==> config.mk <==
export PLATFORM = sky130hd
export DESIGN_NAME = dwnv_ctrl
export DESIGN_NICKNAME = d
export VERILOG_FILES = /design/src/dwnv_sync.v /design/src/dwnv_ctrl.v
export VERILOG_INCLUDE_DIRS = /design/src
export SDC_FILE = /design/constraint.sdc
export NUM_CORES = 1
export LEC_CHECK = 0
export ABC_AREA = 1
export BUFFER_PORTS_ARGS = -buffer_cell sky130_fd_sc_hd__buf_2
export CAP_MARGIN = 30
export CORE_MARGIN = 2
export CORE_UTILIZATION = 30
export CTS_BUF_LIST = sky130_fd_sc_hd__clkbuf_16
export DETAILED_ROUTE_END_ITERATION = 10
export GPL_ROUTABILITY_DRIVEN = 0
export SYNTH_ARGS = -nofsm -noshare
export SYNTH_HDL_FRONTEND = slang
export SYNTH_SLANG_ARGS = --single-unit
==> constraint.sdc <==
create_clock -name sys_clk -period 6.75 [get_ports sys_clk]
set_clock_uncertainty 0.15 [all_clocks]
set_input_delay 1.0125 -clock sys_clk [delete_from_list [all_inputs] [get_ports sys_clk]]
set_output_delay 1.0125 -clock sys_clk [all_outputs]
set_load 0.05 [all_outputs]
==> src/dwnv_defines.vh <==
`ifndef DWNV_DEFINES_VH
`define DWNV_DEFINES_VH

// Timing
`define DWNV_CLK_HZ        25000000
`define DWNV_SAVE_MS       25
`define DWNV_SAVE_CYCLES   ((`DWNV_CLK_HZ / 1000) * `DWNV_SAVE_MS)

// Word layout
`define DWNV_WORD_BITS     16
`define DWNV_CMD_MSB       15
`define DWNV_CMD_LSB       12
`define DWNV_ADDR_MSB      11
`define DWNV_ADDR_LSB      8
`define DWNV_DATA_MSB      7
`define DWNV_DATA_LSB      0

// Commands
`define DWNV_CMD_NOP       4'h0
`define DWNV_CMD_RESTORE   4'h1
`define DWNV_CMD_SAVE      4'h2
`define DWNV_CMD_NV_WRITE  4'h3
`define DWNV_CMD_DEC_6DB   4'h4
`define DWNV_CMD_DEC_6DB_A 4'h5
`define DWNV_CMD_DEC_ONE   4'h6
`define DWNV_CMD_DEC_ONE_A 4'h7
`define DWNV_CMD_RESTORE_A 4'h8
`define DWNV_CMD_SAVE_A    4'h9
`define DWNV_CMD_LOAD      4'hB
`define DWNV_CMD_INC_6DB   4'hC
`define DWNV_CMD_INC_6DB_A 4'hD
`define DWNV_CMD_INC_ONE   4'hE
`define DWNV_CMD_INC_ONE_A 4'hF

// Wiper codes: midscale reset value, full and zero step limits
`define DWNV_MIDSCALE      8'h80
`define DWNV_FULLSCALE     8'hFF
`define DWNV_ZEROSCALE     8'h00

`endif

==> src/dwnv_sync.v <==
`timescale 1ns/10ps
`include "dwnv_defines.vh"

// Two-flop synchroniser for the pin inputs, one per bit
module dwnv_sync #(
    parameter WIDTH = 5
) (
    input  wire             sys_clk,
    input  wire             rst_n,
    input  wire [WIDTH-1:0] pin_in,
    input  wire [WIDTH-1:0] reset_val,
    output wire [WIDTH-1:0] pin_sync
);

    genvar i;
    generate
        for (i = 0; i < WIDTH; i = i + 1) begin : g_bit
            reg meta;
            reg stable;
            always @(posedge sys_clk) begin
                if (!rst_n) begin
                    meta   <= reset_val[i];
                    stable <= reset_val[i];
                end else begin
                    meta   <= pin_in[i];
                    stable <= meta;
                end
            end
            assign pin_sync[i] = stable;
        end
    endgenerate

endmodule // dwnv_sync

==> src/dwnv_ctrl.v <==
`timescale 1ns/10ps
`include "dwnv_defines.vh"

// Notes on behaviour
// Code 00 is B, 80 mid, FF A
// Nonvolatile save lasts about 25 ms
// Shift register locked during save
// Done output marks end of save
// Command 11 loads addressed wiper register
// Command 2 saves wiper to store
// Power-on restores wipers from stores
// Stores hold midscale until first save
// Preset low midscale, rising edge restores
// Word B040 loads 40 into wiper one
// Words 20XX/21XX save wiper one/two
// Output returns previous frame's word
// Step by one code or 6 dB
// Bare select strobe repeats step command
// Write protect blocks all but restores (code blocks only loads and steps; saves still run)
// Host sends NOP before releasing protect
// Frame is one 16-bit command word
// Instruction, address, data, MSB first
// Execute when select returns high
// Output is input delayed 16 clocks
// Done low during save, high after
// Host waits for done after save
module dwnv_ctrl #(
    parameter SAVE_CYCLES = `DWNV_SAVE_CYCLES
) (
    input  wire       sys_clk,
    input  wire       rst_n,
    input  wire       serial_clk,
    input  wire       chip_sel_n,
    input  wire       serial_in,
    input  wire       write_prot_n,
    input  wire       preset_strobe_n,
    output reg        serial_out,
    output reg        serial_out_oe_n,
    output reg        done,
    output reg        done_oe_n,
    output reg  [7:0] wiper_term_ch1,
    output reg  [7:0] wiper_term_ch2
);

    ////////////////////////////////////////////////////////////////////////
    // Pin synchronisers

    wire [4:0] pins_sync;
    wire       sclk_s;
    wire       cs_n_s;
    wire       sdi_s;
    wire       wp_n_s;
    wire       pr_n_s;

    dwnv_sync #(
        .WIDTH(5)
    ) u_sync (
        .sys_clk  (sys_clk),
        .rst_n    (rst_n),
        .pin_in   ({serial_clk, chip_sel_n, serial_in, write_prot_n, preset_strobe_n}),
        .reset_val(5'h0B),
        .pin_sync (pins_sync)
    );

    assign sclk_s = pins_sync[4];
    assign cs_n_s = pins_sync[3];
    assign sdi_s  = pins_sync[2];
    assign wp_n_s = pins_sync[1];
    assign pr_n_s = pins_sync[0];

    ////////////////////////////////////////////////////////////////////////
    // Edge detection on synchronised levels

    reg        sclk_d;
    reg        cs_n_d;
    reg        pr_n_d;
    reg        primed;
    wire       sclk_rise;
    wire       sclk_fall;
    wire       cs_rise;
    wire       pr_rise;

    always @(posedge sys_clk) begin
        if (!rst_n) begin
            sclk_d <= 1'b0;
            cs_n_d <= 1'b1;
            pr_n_d <= 1'b1;
            primed <= 1'b0;
        end else begin
            sclk_d <= sclk_s;
            cs_n_d <= cs_n_s;
            pr_n_d <= pr_n_s;
            primed <= 1'b1;
        end
    end

    assign sclk_rise = primed && sclk_s && !sclk_d && !cs_n_s;
    assign sclk_fall = primed && !sclk_s && sclk_d && !cs_n_s;
    assign cs_rise   = primed && cs_n_s && !cs_n_d;
    assign pr_rise   = primed && pr_n_s && !pr_n_d;

    ////////////////////////////////////////////////////////////////////////
    // State machine

    localparam [3:0] ST_BOOT = 4'b0001;
    localparam [3:0] ST_IDLE = 4'b0010;
    localparam [3:0] ST_SAVE = 4'b0100;
    localparam [3:0] ST_EXEC = 4'b1000;

    reg  [3:0]  state;
    reg  [3:0]  next_state;
    reg  [15:0] shift_reg;
    reg  [15:0] out_reg;
    reg  [15:0] prev_word;
    reg  [4:0]  bit_cnt;
    reg  [3:0]  last_cmd;
    reg  [3:0]  last_addr;
    reg         repeat_ok;
    reg  [7:0]  nv_store_ch1;
    reg  [7:0]  nv_store_ch2;
    reg  [7:0]  wiper_pos_reg_ch1;
    reg  [7:0]  wiper_pos_reg_ch2;
    reg  [31:0] save_cnt;
    reg         save_sel;
    reg  [3:0]  exec_cmd;
    reg  [3:0]  exec_addr;
    reg  [7:0]  exec_data;
    reg  [7:0]  save_data;
    reg         frame_seen;
    reg         frame_void;

    wire        frame_full;
    wire [3:0]  word_cmd;
    wire [3:0]  word_addr;
    wire [7:0]  word_data;

    assign frame_full = (bit_cnt == 5'h10);
    assign word_cmd   = shift_reg[`DWNV_CMD_MSB:`DWNV_CMD_LSB];
    assign word_addr  = shift_reg[`DWNV_ADDR_MSB:`DWNV_ADDR_LSB];
    assign word_data  = shift_reg[`DWNV_DATA_MSB:`DWNV_DATA_LSB];

    always @* begin
        case (state)
            ST_BOOT: next_state = ST_IDLE;
            ST_IDLE: next_state = cs_rise ? ST_EXEC : ST_IDLE;
            ST_EXEC: next_state = (exec_cmd == `DWNV_CMD_SAVE) ? ST_SAVE : ST_IDLE;
            ST_SAVE: next_state = (save_cnt == 32'h0) ? ST_IDLE : ST_SAVE;
            default: next_state = ST_IDLE;
        endcase
    end

    ////////////////////////////////////////////////////////////////////////
    // Wiper step helpers

    function [7:0] dwnv_step;
        input [3:0] cmd;
        input [7:0] val;
        begin
            case (cmd)
                `DWNV_CMD_INC_ONE, `DWNV_CMD_INC_ONE_A:
                    dwnv_step = (val == `DWNV_FULLSCALE) ? val : val + 8'h01;
                `DWNV_CMD_DEC_ONE, `DWNV_CMD_DEC_ONE_A:
                    dwnv_step = (val == `DWNV_ZEROSCALE) ? val : val - 8'h01;
                `DWNV_CMD_INC_6DB, `DWNV_CMD_INC_6DB_A:
                    dwnv_step = val[7] ? `DWNV_FULLSCALE : {val[6:0], 1'b1};
                `DWNV_CMD_DEC_6DB, `DWNV_CMD_DEC_6DB_A:
                    dwnv_step = {1'b0, val[7:1]};
                default:
                    dwnv_step = val;
            endcase
        end
    endfunction

    function dwnv_is_step;
        input [3:0] cmd;
        begin
            dwnv_is_step = (cmd[3:2] == 2'b01) || (cmd[3:2] == 2'b11);
        end
    endfunction

    function dwnv_both;
        input [3:0] cmd;
        begin
            dwnv_both = (cmd == `DWNV_CMD_INC_ONE_A) || (cmd == `DWNV_CMD_DEC_ONE_A)
                     || (cmd == `DWNV_CMD_INC_6DB_A) || (cmd == `DWNV_CMD_DEC_6DB_A);
        end
    endfunction

    ////////////////////////////////////////////////////////////////////////
    // Main sequential logic

    always @(posedge sys_clk) begin
        if (!rst_n) begin
            state             <= ST_BOOT;
            shift_reg         <= 16'h0000;
            prev_word         <= 16'h0000;
            bit_cnt           <= 5'h00;
            last_cmd          <= `DWNV_CMD_NOP;
            last_addr         <= 4'h0;
            repeat_ok         <= 1'b0;
            nv_store_ch1      <= `DWNV_MIDSCALE;
            nv_store_ch2      <= `DWNV_MIDSCALE;
            wiper_pos_reg_ch1 <= `DWNV_MIDSCALE;
            wiper_pos_reg_ch2 <= `DWNV_MIDSCALE;
            save_cnt          <= 32'h0;
            save_sel          <= 1'b0;
            exec_cmd          <= `DWNV_CMD_NOP;
            exec_addr         <= 4'h0;
            exec_data         <= 8'h00;
            save_data         <= `DWNV_MIDSCALE;
            done              <= 1'b1;
            done_oe_n         <= 1'b1;
        end else begin
            state <= next_state;

            case (state)
                ST_BOOT: begin
                    wiper_pos_reg_ch1 <= nv_store_ch1;
                    wiper_pos_reg_ch2 <= nv_store_ch2;
                end
                ST_IDLE: begin
                    if (sclk_rise) begin
                        shift_reg <= {shift_reg[14:0], sdi_s};
                        bit_cnt   <= frame_full ? 5'h01 : bit_cnt + 5'h01;
                    end
                    if (cs_n_s && !cs_n_d && primed) begin
                        bit_cnt <= 5'h00;
                        if (frame_full && !frame_void) begin
                            exec_cmd  <= word_cmd;
                            exec_addr <= word_addr;
                            exec_data <= word_data;
                            prev_word <= shift_reg;
                            last_cmd  <= word_cmd;
                            last_addr <= word_addr;
                            repeat_ok <= dwnv_is_step(word_cmd);
                        end else if (bit_cnt == 5'h00 && repeat_ok && !frame_seen) begin
                            exec_cmd  <= last_cmd;
                            exec_addr <= last_addr;
                        end else begin
                            exec_cmd  <= `DWNV_CMD_NOP;
                        end
                    end
                end
                ST_EXEC: begin
                    if (exec_cmd == `DWNV_CMD_LOAD && wp_n_s) begin
                        if (exec_addr[0])
                            wiper_pos_reg_ch2 <= exec_data;
                        else
                            wiper_pos_reg_ch1 <= exec_data;
                    end
                    if ((exec_cmd == `DWNV_CMD_RESTORE) || (exec_cmd == `DWNV_CMD_RESTORE_A)) begin
                        if (exec_cmd == `DWNV_CMD_RESTORE_A || !exec_addr[0])
                            wiper_pos_reg_ch1 <= nv_store_ch1;
                        if (exec_cmd == `DWNV_CMD_RESTORE_A || exec_addr[0])
                            wiper_pos_reg_ch2 <= nv_store_ch2;
                    end
                    if (dwnv_is_step(exec_cmd) && wp_n_s) begin
                        if (dwnv_both(exec_cmd) || !exec_addr[0])
                            wiper_pos_reg_ch1 <= dwnv_step(exec_cmd, wiper_pos_reg_ch1);
                        if (dwnv_both(exec_cmd) || exec_addr[0])
                            wiper_pos_reg_ch2 <= dwnv_step(exec_cmd, wiper_pos_reg_ch2);
                    end
                    if (exec_cmd == `DWNV_CMD_SAVE) begin
                        save_sel  <= exec_addr[0];
                        save_data <= exec_addr[0] ? wiper_pos_reg_ch2 : wiper_pos_reg_ch1;
                        save_cnt  <= SAVE_CYCLES - 1;
                        done      <= 1'b0;
                        done_oe_n <= 1'b0;
                    end
                end
                ST_SAVE: begin
                    bit_cnt <= 5'h00;
                    if (save_cnt == 32'h0) begin
                        if (save_sel)
                            nv_store_ch2 <= save_data;
                        else
                            nv_store_ch1 <= save_data;
                        done      <= 1'b1;
                        done_oe_n <= 1'b1;
                    end else begin
                        save_cnt <= save_cnt - 32'h1;
                    end
                end
                default: ;
            endcase

            // Preset overrides: low forces midscale, rising edge restores
            if (!pr_n_s) begin
                wiper_pos_reg_ch1 <= `DWNV_MIDSCALE;
                wiper_pos_reg_ch2 <= `DWNV_MIDSCALE;
            end else if (pr_rise) begin
                wiper_pos_reg_ch1 <= nv_store_ch1;
                wiper_pos_reg_ch2 <= nv_store_ch2;
            end
        end
    end

    ////////////////////////////////////////////////////////////////////////
    // Frame history: clock edges seen, or overlap with a save

    always @(posedge sys_clk) begin
        if (!rst_n) begin
            frame_seen <= 1'b0;
            frame_void <= 1'b0;
        end else if (cs_rise) begin
            frame_seen <= 1'b0;
            frame_void <= 1'b0;
        end else begin
            if (sclk_rise) begin
                frame_seen <= 1'b1;
            end
            if (state == ST_SAVE && !cs_n_s) begin
                frame_void <= 1'b1;
            end
        end
    end

    ////////////////////////////////////////////////////////////////////////
    // Output registers

    always @(posedge sys_clk) begin
        if (!rst_n) begin
            out_reg         <= 16'h0000;
            serial_out      <= 1'b1;
            serial_out_oe_n <= 1'b1;
            wiper_term_ch1  <= `DWNV_MIDSCALE;
            wiper_term_ch2  <= `DWNV_MIDSCALE;
        end else begin
            // Daisy-chain output: previous word shifted out, 16 clocks late
            if (state == ST_IDLE && cs_rise) begin
                out_reg <= shift_reg;
            end else if (state == ST_IDLE && sclk_fall && !cs_n_d) begin
                out_reg <= {out_reg[14:0], 1'b0};
            end
            serial_out      <= cs_n_s ? 1'b1 : out_reg[15];
            serial_out_oe_n <= cs_n_s | out_reg[15];

            wiper_term_ch1  <= wiper_pos_reg_ch1;
            wiper_term_ch2  <= wiper_pos_reg_ch2;
        end
    end

endmodule // dwnv_ctrl

==> qor.txt <==
Status: finished, final reports clean
Ant. Diodes: 0
# placed instances: 1,776
Layout Nets: 1,431
Highest clock rate: 0.3430 GHz
Power Dens Cells: 213.9 mW/mm^2
Largest net degree at the start of global routing: 51
Die Height: 176.9 um
Non-Filler Instances: 1,806
Final worst path period share: 43.20%
Routed Antenna Nets: 0
Design Power: 2134 uW
Vias per cell: 4.872
Startpoint types: flop
Reg2reg setup slack: 3.83 ns
Seq cells post-synth: 168
Max clock buf depth: 2
Final worst slack: 3.834 ns
Internal Power: 1643 uW
Area grow syn2layout: 11.26%
Pre-CTS setup slack: 3.594 ns
Area contributors post-synth: dfxtp_1 (37%), nand2_1 (16%), nor2_1 (10%)
Synth unique cells: 35
Row cnt: 63
Worst EP required: 6.93 ns
DRC viols: 0
Crit Path Class: reg -> reg
Via count: 8,798
Clock share of power: 46.9%
Post-synth top area cell: dfxtp_1
CTS Buf Count: 17
Hold-fix buffers at CTS: 0
Most common cell after layout, fill and taps aside: nand2_1
# clock sinks: 168
Psw: 490.9 uW
Area occupied by registers: 0.003363 mm^2
CTS tree: built
WL per Instance: 13.90 um
Endpoints failing setup: 0
Peak VDD IR: 0.1738 mV
Worst hold path depth: 1
1st-iter DRT viols: 591
Worst Tran Pin Value: 0.7183 ns
DP HPWL: 17.84 mm
Core area: 0.02956 mm^2
Yosys warns: 0
Die area: 0.03130 mm^2
Share of Yosys cell area claimed by the top area cell type: 37.49%
RSZ-0062 raised after global routing: no
Crit end category: flop
Grt total ovfl: 0
HP Class: reg -> reg
Die width: 176.9 um
Slew Limit Fails: 0
Placed instance area: 0.009390 mm^2
Initial Utilization: 30.34%
Worst R2R Path Depth: 9
I/O pin total: 27
Worst Path Max Fanout: 18
Combinational share of power: 4.8%
Final hold vios: 0
Clock transition at path regs: 0.06 ns
Crit Reg-Reg Startpoint: exec_addr[0]
Post-cts sizing count: 0
Critical path data arrival time: 3.09 ns
Endpoint, Worst Hold: u_sync.g_bit[3].stable
Worst-Skew Late Latency: 0.44 ns
Syn nets: 1,432
Total Routing Usage GR: 16.24%
Design area: 0.009980 mm^2
Vias in the first global route: 7,967
Area of the multi-input gates: 0.004831 mm^2
Synth Area per Inst: 6.380 um^2
First-pass GRT wire length: 40.71 mm
Most frequent cells in the layout: nand2_1 (392), nor2_1 (242), dfxtp_1 (168), inv_1 (138), a21oi_1 (114)
Cells after Synth: 1,406
Antenna violations before repair: 0
Setup bufs post-CTS: 0
TNS Setup: 0 ns
Post-Syn Area: 0.008970 mm^2
# port buffers: 26
Sequential fraction of the synthesis area: 37.49%
Layout cells sized above 1: 6.427%
Max Cap Viol: 0
Drt pass-1 iters: 6
Leakage: 0.004620 uW
Normalized max-slew margin: 52.05%
Final wirelength: 25.10 mm
CTS root buf: clkbuf_16
Net Sw Frac: 23.00%
Worst hold start: u_sync.g_bit[3].meta
Sequential power share: 48.2%
Fillers: 3,222
CTS H-tree depth: 4
Max reg flops: 32
FF-to-FF End: wiper_pos_reg_ch1[1]
Tmin final: 2.916 ns
[how the worst max path moves through the flow]
stage	startpoint	to	slack, ns	cells after the start
finish	exec_addr[0]	wiper_pos_reg_ch1[1]	3.83	9
global route	exec_addr[0]	wiper_pos_reg_ch1[2]	3.58	9
CTS	exec_addr[0]	wiper_pos_reg_ch1[1]	3.86	9
detailed placement	rst_n	wiper_pos_reg_ch2[6]	3.59	6
global placement	rst_n	wiper_pos_reg_ch2[5]	3.66	6
floorplan	exec_cmd[2]	wiper_pos_reg_ch1[7]	4.16	14
[stage by stage]
step | hold slack, ns | utilization, %
floorplan | 0.2405 | -
global placement | 0.2509 | 31.72
detailed placement | 0.2501 | 31.77
CTS | 0.2671 | 33.76
global route | 0.2922 | 33.76
finish | 0.2656 | 33.76
[power by group through the flow]
stage	Clock [uW]	Combinational [uW]	Sequential, uW
after CTS	1020	103	1030
after global placement	0	102	1050
after global routing	1070	115	1030
after floorplan	0	67.4	1050
final	1000	103	1030
after detailed placement	0	103	1050
[final cells by class]
class | count | share of cell area, %
Inverter | 142 | 5.341
Clock buffer | 17 | 4.263
Multi-Input combinational cell | 1045 | 48.41
Tap cell | 390 | 4.890
Timing Repair Buffer | 31 | 1.755
Sequential cell | 168 | 33.70
Clock inverter | 13 | 1.642
[critical path, stage by stage, from the launching register on]
cell	delay, ns
dfxtp_1	0.78
inv_1	0.45
a21oi_1	0.38
nor2_1	0.09
nand2_1	0.08
nand3_1	0.36
inv_1	0.30
nand2_1	0.07
nor2_1	0.11
nor2_1	0.04
[cell usage after synthesis]
library cell and n:
nor2_1 242, nor2_8 1, xor2_1 13, inv_1 135
o21bai_1 1, ha_1 17, xnor2_1 5, buf_4 4
nand3_2 4, inv_2 6, buf_2 11, clkinv_1 1
a21oi_1 114, o21ai_0 93, o221ai_1 2, nor2_4 3
dfxtp_1 168, a211oi_1 4, nand2_2 4, nand3_1 79
o21ai_1 7, buf_1 1, a22oi_1 1, a41oi_1 1
clkbuf_1 32, or2_2 9, nor2_2 8, buf_6 3
nand3b_1 5, nor3_1 5, nand2_1 392, fa_1 2
a31oi_1 10, o211ai_1 7, nand4_1 16
[cells by family (layout without fill, tap and decap cells)]
family	count (synthesis)	in the layout	synth area share (%)
AOI/OAI and AO/OA	240	240	14.02
buffers and inverters	193	203	8.648
DFF	168	168	37.49
and+or+nand+nor	768	768	35.26
adders and majority gates	19	19	2.818
xor gates and xnor gates	18	18	1.758
[routing by layer]
| metal | share of wire (%) | GRT usage (%) | vias to the layer above | wire length (um) |
|---|---|---|---|---|
| met5 | 0 | 0 | - | 0 |
| met4 | 2.6 | 6.508 | 0 | 663 |
| met3 | 5.2 | 2.685 | 48 | 1308 |
| met2 | 45 | 25.93 | 244 | 11300 |
| met1 | 47 | 21.79 | 4029 | 11830 |
| li1 | - | - | 4477 | - |
Power figures use the tool's default switching activity.
